[src/sfrdc_map.svh]
// offsets, page codes and reset values of the register space
`ifndef SFRDC_MAP_SVH
`define SFRDC_MAP_SVH

// ***********************************************************
// space limits and page codes
// ***********************************************************
`define SFRDC_SPACE_BIT 7
`define SFRDC_BITSEL_LSB 3
`define SFRDC_PAGE_BASE 8'h00
`define SFRDC_PAGE_ALT 8'h0F

// ***********************************************************
// byte offsets
// ***********************************************************
`define SFRDC_A_PORT1_LATCH 8'h90
`define SFRDC_A_CMP1_SEL 8'h9E
`define SFRDC_A_PORT2_LATCH 8'hA0
`define SFRDC_A_PORT0_OMODE 8'hA4
`define SFRDC_A_PORT1_DRV_OMODE 8'hA5
`define SFRDC_A_PORT2_DRV_OMODE 8'hA6
`define SFRDC_A_PAGE_SELECT 8'hA7
`define SFRDC_A_ADC_CHANNEL 8'hBB
`define SFRDC_A_PORT1_MMASK 8'hBF
`define SFRDC_A_CA_MOD5_MODE 8'hCE
`define SFRDC_A_PORT1_MVALUE 8'hCF
`define SFRDC_A_CA_CAP5_LO 8'hD2
`define SFRDC_A_CA_CAP5_HI 8'hD3
`define SFRDC_A_PORT0_BYPASS 8'hD4
`define SFRDC_A_PORT1_BYPASS 8'hD5
`define SFRDC_A_CA_CONTROL 8'hD8
`define SFRDC_A_CA_MOD0_MODE 8'hDA
`define SFRDC_A_CA_MOD1_MODE 8'hDB
`define SFRDC_A_CA_MOD2_MODE 8'hDC
`define SFRDC_A_CA_MOD3_MODE 8'hDD
`define SFRDC_A_CA_MOD4_MODE 8'hDE
`define SFRDC_A_CA_CAP1_LO 8'hE9
`define SFRDC_A_CA_CAP1_HI 8'hEA
`define SFRDC_A_CA_CAP2_LO 8'hEB
`define SFRDC_A_CA_CAP2_HI 8'hEC
`define SFRDC_A_CA_CAP3_LO 8'hED
`define SFRDC_A_CA_CAP3_HI 8'hEE
`define SFRDC_A_PORT1_IMODE 8'hF2
`define SFRDC_A_CA_COUNT_LO 8'hF9
`define SFRDC_A_CA_COUNT_HI 8'hFA
`define SFRDC_A_CA_CAP0_LO 8'hFB
`define SFRDC_A_CA_CAP0_HI 8'hFC
`define SFRDC_A_CA_CAP4_LO 8'hFD
`define SFRDC_A_CA_CAP4_HI 8'hFE

// ***********************************************************
// reset values and field positions
// ***********************************************************
`define SFRDC_RST_DEFAULT 8'h00
`define SFRDC_RST_CMP1_SEL 8'hFF
`define SFRDC_RST_PAGE 8'h00
`define SFRDC_CMP_NEG_MSB 7
`define SFRDC_CMP_NEG_LSB 4
`define SFRDC_CMP_POS_MSB 3
`define SFRDC_CMP_POS_LSB 0

`endif

[src/sfrdc_pkg.sv]
// types shared by the register space and the comparator select decoder
package sfrdc_pkg;

  typedef enum logic [5:0] {
    R_PORT1_LATCH, R_CMP1_SEL, R_PORT2_LATCH, R_PORT0_OMODE,
    R_PORT1_DRV, R_PORT1_OMODE, R_PORT2_DRV, R_PORT2_OMODE,
    R_PAGE, R_ADC_CHANNEL, R_PORT1_MMASK, R_CA_MOD5_MODE,
    R_PORT1_MVALUE, R_CA_CAP5_LO, R_CA_CAP5_HI, R_PORT0_BYPASS,
    R_PORT1_BYPASS, R_CA_CONTROL, R_CA_MOD0_MODE, R_CA_MOD1_MODE,
    R_CA_MOD2_MODE, R_CA_MOD3_MODE, R_CA_MOD4_MODE, R_CA_CAP1_LO,
    R_CA_CAP1_HI, R_CA_CAP2_LO, R_CA_CAP2_HI, R_CA_CAP3_LO,
    R_CA_CAP3_HI, R_PORT1_IMODE, R_CA_COUNT_LO, R_CA_COUNT_HI,
    R_CA_CAP0_LO, R_CA_CAP0_HI, R_CA_CAP4_LO, R_CA_CAP4_HI,
    R_COUNT
  } sfrdc_reg_t;

  localparam int SFRDC_NREG = int'(R_COUNT);

  typedef enum logic [2:0] {
    SRC_PIN = 3'b000,
    SRC_TOUCH = 3'b001,
    SRC_HALF_SUPPLY = 3'b010,
    SRC_DIG_SUPPLY = 3'b011,
    SRC_GROUND = 3'b100,
    SRC_BAT_SUPPLY = 3'b101,
    SRC_MAIN_SUPPLY = 3'b110,
    SRC_RESERVED = 3'b111
  } sfrdc_src_t;

  typedef struct packed {
    logic valid;
    sfrdc_src_t src;
    logic pin_port;
    logic [2:0] pin_bit;
  } sfrdc_cmp_sel_t;

  typedef struct packed {
    logic rd;
    logic wr;
    logic bit_op;
    logic [7:0] addr;
    logic [7:0] wdata;
    logic bit_val;
  } sfrdc_req_t;

  typedef struct packed {
    logic rvalid;
    logic [7:0] rdata;
    logic ram_access;
    logic unmapped;
  } sfrdc_rsp_t;

  typedef struct packed {
    logic hit;
    sfrdc_reg_t idx;
  } sfrdc_dec_t;

endpackage : sfrdc_pkg

[src/sfrdc_cmp_decode.sv]
// decoder of one comparator input select field
`timescale 1ns/1ps
module sfrdc_cmp_decode
  import sfrdc_pkg::*;
#(
  parameter bit NEGATIVE = 1'b1
) (
  input wire logic [3:0] code,
  output sfrdc_cmp_sel_t sel
);

  always_comb begin
    sel = '0;
    sel.valid = 1'b1;
    sel.src = SRC_PIN;
    // ***********************************************************
    // code table
    // ***********************************************************
    if (!code[3]) begin
      // negative pins are odd bits, top code reserved
      sel.pin_port = code[2];
      sel.pin_bit = {code[1:0], NEGATIVE};
      if (NEGATIVE && code[2:0] == 3'h7) begin
        // reserved code leaves the input undefined
        sel = '0;
        sel.src = SRC_RESERVED;
      end
    end else begin
      case (code[2:0])
        3'h4: sel.src = SRC_TOUCH;
        3'h5: sel.src = SRC_HALF_SUPPLY;
        3'h6: sel.src = NEGATIVE ? SRC_DIG_SUPPLY : SRC_BAT_SUPPLY;
        3'h7: sel.src = NEGATIVE ? SRC_GROUND : SRC_MAIN_SUPPLY;
        default: begin
          // codes 8 to B select nothing defined
          sel.valid = 1'b0;
          sel.src = SRC_RESERVED;
        end
      endcase
    end
  end

endmodule : sfrdc_cmp_decode

[src/sfrdc_top.sv]
// special-function register space with page decode and comparator select
// Operation
// - Direct accesses at 0x80 to 0xFF reach this space, not RAM.
// - Only registers at offsets ending 0x0 or 0x8 take bit access.
// - Offset 0xA5 is drive strength on page 0xF, output mode on 0x0.
// - Negative field 7:4 picks odd pins, touch, half, digital, ground.
// - Positive field 3:0 picks even pins, touch, half, battery, main.
// - The ADC mux takes its positive input from its channel select.
`timescale 1ns/1ps
`include "sfrdc_map.svh"
module sfrdc_top
  import sfrdc_pkg::*;
#(
  parameter int DATA_W = 8
) (
  input wire logic ref_clk,
  input wire logic rst_n,
  input wire logic ce,
  input sfrdc_req_t req,
  output sfrdc_rsp_t rsp,
  output sfrdc_cmp_sel_t cmp1_negative_select,
  output sfrdc_cmp_sel_t cmp1_positive_select,
  output logic [7:0] adc_channel_select,
  output logic [7:0] register_page_select
);

  // ***********************************************************
  // parameter check
  // ***********************************************************
  generate
    if (DATA_W != 8) begin : g_bad_width
      $error("sfrdc_top serves 8-bit registers only");
    end
  endgenerate

  typedef struct packed {
    logic [SFRDC_NREG-1:0][7:0] regs;
    sfrdc_rsp_t rsp;
    sfrdc_cmp_sel_t neg;
    sfrdc_cmp_sel_t pos;
    logic [7:0] adc;
  } sfrdc_state_t;

  sfrdc_state_t st;
  sfrdc_state_t next_st;
  sfrdc_cmp_sel_t neg_dec;
  sfrdc_cmp_sel_t pos_dec;

  // ***********************************************************
  // address decode
  // ***********************************************************
  function automatic sfrdc_dec_t sfr_decode(
    input logic [7:0] a,
    input logic [7:0] pg
  );
    sfrdc_dec_t d;
    logic any_page;
    d.hit = 1'b1;
    d.idx = R_PORT1_LATCH;
    any_page = 1'b0;
    case (a)
      `SFRDC_A_PORT1_LATCH: begin
        d.idx = R_PORT1_LATCH;
        any_page = 1'b1;
      end
      `SFRDC_A_PORT2_LATCH: begin
        d.idx = R_PORT2_LATCH;
        any_page = 1'b1;
      end
      `SFRDC_A_PAGE_SELECT: begin
        d.idx = R_PAGE;
        any_page = 1'b1;
      end
      `SFRDC_A_PORT1_DRV_OMODE: begin
        d.idx = (pg == `SFRDC_PAGE_ALT) ? R_PORT1_DRV : R_PORT1_OMODE;
        any_page = (pg == `SFRDC_PAGE_ALT);
      end
      `SFRDC_A_PORT2_DRV_OMODE: begin
        d.idx = (pg == `SFRDC_PAGE_ALT) ? R_PORT2_DRV : R_PORT2_OMODE;
        any_page = (pg == `SFRDC_PAGE_ALT);
      end
      `SFRDC_A_CMP1_SEL: d.idx = R_CMP1_SEL;
      `SFRDC_A_PORT0_OMODE: d.idx = R_PORT0_OMODE;
      `SFRDC_A_ADC_CHANNEL: d.idx = R_ADC_CHANNEL;
      `SFRDC_A_PORT1_MMASK: d.idx = R_PORT1_MMASK;
      `SFRDC_A_CA_MOD5_MODE: d.idx = R_CA_MOD5_MODE;
      `SFRDC_A_PORT1_MVALUE: d.idx = R_PORT1_MVALUE;
      `SFRDC_A_CA_CAP5_LO: d.idx = R_CA_CAP5_LO;
      `SFRDC_A_CA_CAP5_HI: d.idx = R_CA_CAP5_HI;
      `SFRDC_A_PORT0_BYPASS: d.idx = R_PORT0_BYPASS;
      `SFRDC_A_PORT1_BYPASS: d.idx = R_PORT1_BYPASS;
      `SFRDC_A_CA_CONTROL: d.idx = R_CA_CONTROL;
      `SFRDC_A_CA_MOD0_MODE: d.idx = R_CA_MOD0_MODE;
      `SFRDC_A_CA_MOD1_MODE: d.idx = R_CA_MOD1_MODE;
      `SFRDC_A_CA_MOD2_MODE: d.idx = R_CA_MOD2_MODE;
      `SFRDC_A_CA_MOD3_MODE: d.idx = R_CA_MOD3_MODE;
      `SFRDC_A_CA_MOD4_MODE: d.idx = R_CA_MOD4_MODE;
      `SFRDC_A_CA_CAP1_LO: d.idx = R_CA_CAP1_LO;
      `SFRDC_A_CA_CAP1_HI: d.idx = R_CA_CAP1_HI;
      `SFRDC_A_CA_CAP2_LO: d.idx = R_CA_CAP2_LO;
      `SFRDC_A_CA_CAP2_HI: d.idx = R_CA_CAP2_HI;
      `SFRDC_A_CA_CAP3_LO: d.idx = R_CA_CAP3_LO;
      `SFRDC_A_CA_CAP3_HI: d.idx = R_CA_CAP3_HI;
      `SFRDC_A_PORT1_IMODE: d.idx = R_PORT1_IMODE;
      `SFRDC_A_CA_COUNT_LO: d.idx = R_CA_COUNT_LO;
      `SFRDC_A_CA_COUNT_HI: d.idx = R_CA_COUNT_HI;
      `SFRDC_A_CA_CAP0_LO: d.idx = R_CA_CAP0_LO;
      `SFRDC_A_CA_CAP0_HI: d.idx = R_CA_CAP0_HI;
      `SFRDC_A_CA_CAP4_LO: d.idx = R_CA_CAP4_LO;
      `SFRDC_A_CA_CAP4_HI: d.idx = R_CA_CAP4_HI;
      default: d.hit = 1'b0;
    endcase
    // page-0 registers vanish while another page is selected
    if (!any_page && pg != `SFRDC_PAGE_BASE) begin
      d.hit = 1'b0;
    end
    return d;
  endfunction : sfr_decode

  // ***********************************************************
  // comparator field decoders
  // ***********************************************************
  sfrdc_cmp_decode #(
    .NEGATIVE(1'b1)
  ) u_neg_decode (
    .code(st.regs[R_CMP1_SEL][`SFRDC_CMP_NEG_MSB:`SFRDC_CMP_NEG_LSB]),
    .sel(neg_dec)
  );

  sfrdc_cmp_decode #(
    .NEGATIVE(1'b0)
  ) u_pos_decode (
    .code(st.regs[R_CMP1_SEL][`SFRDC_CMP_POS_MSB:`SFRDC_CMP_POS_LSB]),
    .sel(pos_dec)
  );

  // ***********************************************************
  // access handling
  // ***********************************************************
  always_comb begin
    logic [7:0] byte_addr;
    logic [7:0] cur;
    sfrdc_dec_t dec;
    byte_addr = '0;
    cur = '0;
    dec = '0;
    next_st = st;
    next_st.rsp = '0;
    // decoded selects follow the stored field, reserved or not
    next_st.neg = neg_dec;
    next_st.pos = pos_dec;
    // ADC positive input follows its channel select
    next_st.adc = st.regs[R_ADC_CHANNEL];
    if (req.rd || req.wr) begin
      // a bit address always lands on an offset ending 0 or 8
      byte_addr = req.bit_op ?
        {req.addr[7:`SFRDC_BITSEL_LSB], 3'h0} : req.addr;
      // the upper half of direct space is this register space
      if (!byte_addr[`SFRDC_SPACE_BIT]) begin
        next_st.rsp.ram_access = 1'b1;
      end else begin
        dec = sfr_decode(byte_addr, st.regs[R_PAGE]);
        if (!dec.hit) begin
          // unassigned offsets read as zero and swallow writes
          next_st.rsp.unmapped = 1'b1;
          next_st.rsp.rvalid = req.rd;
        end else begin
          cur = st.regs[dec.idx];
          next_st.rsp.rvalid = req.rd;
          // read returns the value held before a same-cycle write
          next_st.rsp.rdata = req.bit_op ?
            {7'h00, cur[req.addr[2:0]]} : cur;
          if (req.wr) begin
            if (req.bit_op) begin
              // bit write touches one bit only
              cur[req.addr[2:0]] = req.bit_val;
            end else begin
              cur = req.wdata;
            end
            next_st.regs[dec.idx] = cur;
          end
        end
      end
    end
  end

  always_ff @(posedge ref_clk) begin
    if (!rst_n) begin
      for (int i = 0; i < SFRDC_NREG; i++) begin
        st.regs[i] <= `SFRDC_RST_DEFAULT;
      end
      st.regs[R_CMP1_SEL] <= `SFRDC_RST_CMP1_SEL;
      st.regs[R_PAGE] <= `SFRDC_RST_PAGE;
      st.rsp <= '0;
      st.neg <= '0;
      st.pos <= '0;
      st.adc <= `SFRDC_RST_DEFAULT;
    end else if (ce) begin
      st <= next_st;
    end
  end

  assign rsp = st.rsp;
  assign cmp1_negative_select = st.neg;
  assign cmp1_positive_select = st.pos;
  assign adc_channel_select = st.adc;
  assign register_page_select = st.regs[R_PAGE];

endmodule : sfrdc_top

[config.mk]
export PLATFORM = sky130hd
export DESIGN_NAME = sfrdc_top
export DESIGN_NICKNAME = d
export VERILOG_FILES = /design/src/sfrdc_pkg.sv /design/src/sfrdc_cmp_decode.sv /design/src/sfrdc_top.sv
export VERILOG_INCLUDE_DIRS = /design/src /design/src/src
export SDC_FILE = /design/constraint.sdc
export NUM_CORES = 1
export LEC_CHECK = 0
export BUFFER_PORTS_ARGS = -buffer_cell sky130_fd_sc_hd__clkbuf_2
export CAP_MARGIN = 20
export CORE_MARGIN = 2
export CORE_UTILIZATION = 30
export DETAILED_ROUTE_END_ITERATION = 8
export MAX_ROUTING_LAYER = met4
export SLEW_MARGIN = 25
export SYNTH_ARGS = -nofsm -noshare
export SYNTH_HDL_FRONTEND = slang
export SYNTH_HIERARCHICAL = 1
export SYNTH_SLANG_ARGS = --single-unit
[constraint.sdc]
create_clock -name ref_clk -period 7.1 [get_ports ref_clk]
set_input_delay 0.71 -clock ref_clk [delete_from_list [all_inputs] [get_ports ref_clk]]
set_output_delay 0.71 -clock ref_clk [all_outputs]
set_load 0.01 [all_outputs]
==> results.py <==
metrics = {
    "critical_path": {
        "crit_type": "input port to register",
        "worst_setup_path_end_kind": "register",
        "worst-endpoint-arrival_ns": 5.97,
        "startpoint_type": "input port",
        "crit_end": "st[65]",
        "reg2reg_depth": 13,
        "timing.rr.start": "register_page_select[4]",
        "r2r_end": "st[242]",
        "cp.required_ns": 7.54,
        "critPathLaunch": "req[11]",
        "crit_fanout": 33,
        "r2r_slack_ns": 1.83,
    },
    "sta": {
        "finalSetupTns_ns": 0,
        "fin_skew_ns": 0.0156,
        "holdWs_ns": 0.465,
        "worst_slew_pin_slew_ns": 1.04,
        "setup_viol": 0,
        "min_period_ns": 5.53,
        "report.final.slew_viol_count": 0,
        "rsz0062_at_grt": "false",
        "fmax_mhz": 181,
        "min_period_over_period": 0.779,
        "hold_viol_final": 0,
        "slew_headroom": 0.304,
    },
    "routing": {
        "first_pass_iters": 7,
        "vias": 14300,
        "drtAntennaViolNets": 0,
        "drt-total-wl_um": 53100,
        "avgViaCountPerCell": 5.67,
        "wl_per_cell_um": 21.1,
        "drt_iter0_drc": 1602,
        "drc_errors": 0,
    },
    "synthesis": {
        "syn_avg_cell_area_um2": 8.35,
        "yosys_register_bits": 323,
        "netlist_instances": 1861,
        "synth_ff_type": "dfxtp_1",
        "yosysWarnings": 6,
        "ys_top_cells_by_area": "dfxtp_1 42%, nand2_1 10%, o22ai_1 8.0%",
        "ys_types": 92,
        "syn-num-nets": 1884,
        "synth_edf_count": 0,
        "ys_seq_area_frac": 0.416,
        "yosysTopAreaCellShare": 0.416,
        "ys_top_cells_by_count": "434 x nand2_1, 323 x dfxtp_1, 200 x o22ai_1, 97 x mux2i_1, 79 x nor2_1",
        "synth_top_area_cell": "dfxtp_1",
        "synthArstFlopShare": 0,
        "synth_area_um2": 15500,
        "yosysMostFrequentCell": "nand2_1",
    },
    "clock_tree": {
        "cts_buffers": 35,
        "post_cts_buffers": 0,
        "clkLatencyLatePin_ns": 0.53,
        "postCtsResizedCells": 0,
        "clock-sinks": 323,
        "clockBufferDepth": 3,
        "clk_pin_slew_ns": 0.06,
        "cts-root-buf": "clkbuf_16",
        "h-tree-depth": 2,
        "cts_tree": "done",
        "cts_hold_buf": 0,
    },
    "pwr": {
        "ir_drop_uv": 160,
        "leakagePower_uw": 0.00651,
        "p_per_area_nw_per_um2": 232,
        "power_uw": 4000,
    },
    "global_route": {
        "overflow": 0,
        "grt_start_max_net_pins": 178,
        "grt_pass1_vias": 13300,
        "grt_usage": 0.198,
        "antenna_found_initial": 0,
        "grt_pass1_wl_um": 81100,
    },
    "placement": {
        "gp_congestion": 0.917,
        "io_buffers": 65,
        "dp_hpwl_um": 34700,
    },
    "floorplanning": {
        "fp.dieW_um": 232,
        "die_h_um": 232,
        "die-area_um2": 53700,
        "core.rowCount": 83,
        "start_util": 0.303,
        "core-area_um2": 51300,
        "ios": 66,
    },
    "layout": {
        "nets": 1840,
        "area_delta_synth_final_pct": 11.1,
        "drive_gt1_frac": 0.116,
        "diodes": 0,
    },
    "outcome": {
        "status": "finished clean",
    },
    "run": {
        "drv_cap": 0,
    },
    "min_path": {
        "hold_class": "register to register",
    },
}
## critical path, stage by stage
cell	delay, ns
clkbuf_2	0.38
nor3b_1	0.32
o2111ai_1	0.49
nand2_1	0.26
nor3_4	0.74
buf_4	0.36
a21oi_1	0.13
a22oi_1	0.47
nor3_1	0.11
or4_1	0.42
or4_4	0.59
o211ai_2	0.21
o21ai_4	0.29
buf_4	0.31
o22ai_1	0.17
## how the worst min path moves through the flow
stage                 start  cells after the start  slack (ns)       to
floorplan           st[171]                      2        0.43  st[171]
global placement     st[51]                      2        0.45   st[51]
detailed placement  st[171]                      2        0.45  st[171]
CTS                 req[19]                      3        0.46  rsp[10]
global route        st[171]                      2        0.48  st[171]
finish               st[51]                      2        0.46   st[51]
## report_power, final
group	leakage, uW	internal, uW	switching, uW
Clock	0.000567	1120	750
Sequential	0.00260	1820	2.14
Combinational	0.00334	84.1	232
## metrics by stage
stage	setup slack [ns]	cells	instance area, um2	util
2_1_floorplan	3.03	1861	15500	-
3_5_place_dp	1.30	2460	16100	0.314
5_1_grt	1.53	2521	17300	0.337
6_report	1.57	2521	17300	0.337
3_3_place_gp	1.41	2460	16100	0.314
4_1_cts	1.80	2521	17300	0.337
## logic make-up (layout without fill, tap and decap cells)
| family | Yosys count | count (layout) | synth area share |
|---|---|---|---|
| simple gates | 731 | 731 | 0.213 |
| other cells | 1 | 1 | 0.000241 |
| xor+xnor | 5 | 5 | 0.00330 |
| flops | 323 | 323 | 0.416 |
| mux | 121 | 121 | 0.0802 |
| buf+inv | 194 | 174 | 0.0678 |
| compound gates | 486 | 486 | 0.219 |
## flip-flops by register name (all words and copies together) (netlist names)
name,cells
cmp1_positive_select,8
rsp,11
cmp1_negative_select,8
adc_channel_select,8
st,272
register_page_select,8
next_st,8
## cells in the final DEF, fill, tap and decap left out, types with 12 or more instances in the layout
master and n:
a21boi_1 32, a21oi_1 43, and3_1 12, buf_4 35, clkbuf_16 37, clkbuf_2 64
dfxtp_1 323, mux2_2 22, mux2i_1 97, nand2_1 434, nand3_1 35, nor2_1 77
nor2b_1 74, nor3_1 17, o211a_1 32, o21ai_0 44, o221ai_1 13, o22ai_1 200
## final cells by class
type	count	area, um2
timing repair buffer	103	658
inverter	10	37.5
fill	5316	34000
clock buffer	52	1030
sequential	323	6470
clock inverter	9	130
tap	680	851
multi-input combinational	1344	8090
## routing by layer
layer / vias to the layer above / share of wire / track usage / wire, um
met1: 6934 / 0.45 / 0.267 / 23800
met4: 0 / 0.032 / 0.0673 / 1690
met2: 667 / 0.44 / 0.303 / 23600
li1: 6594 / - / - / -
met5: - / 0 / - / 0
met3: 94 / 0.075 / 0.0271 / 4010
(Power assumes the default switching activity.)
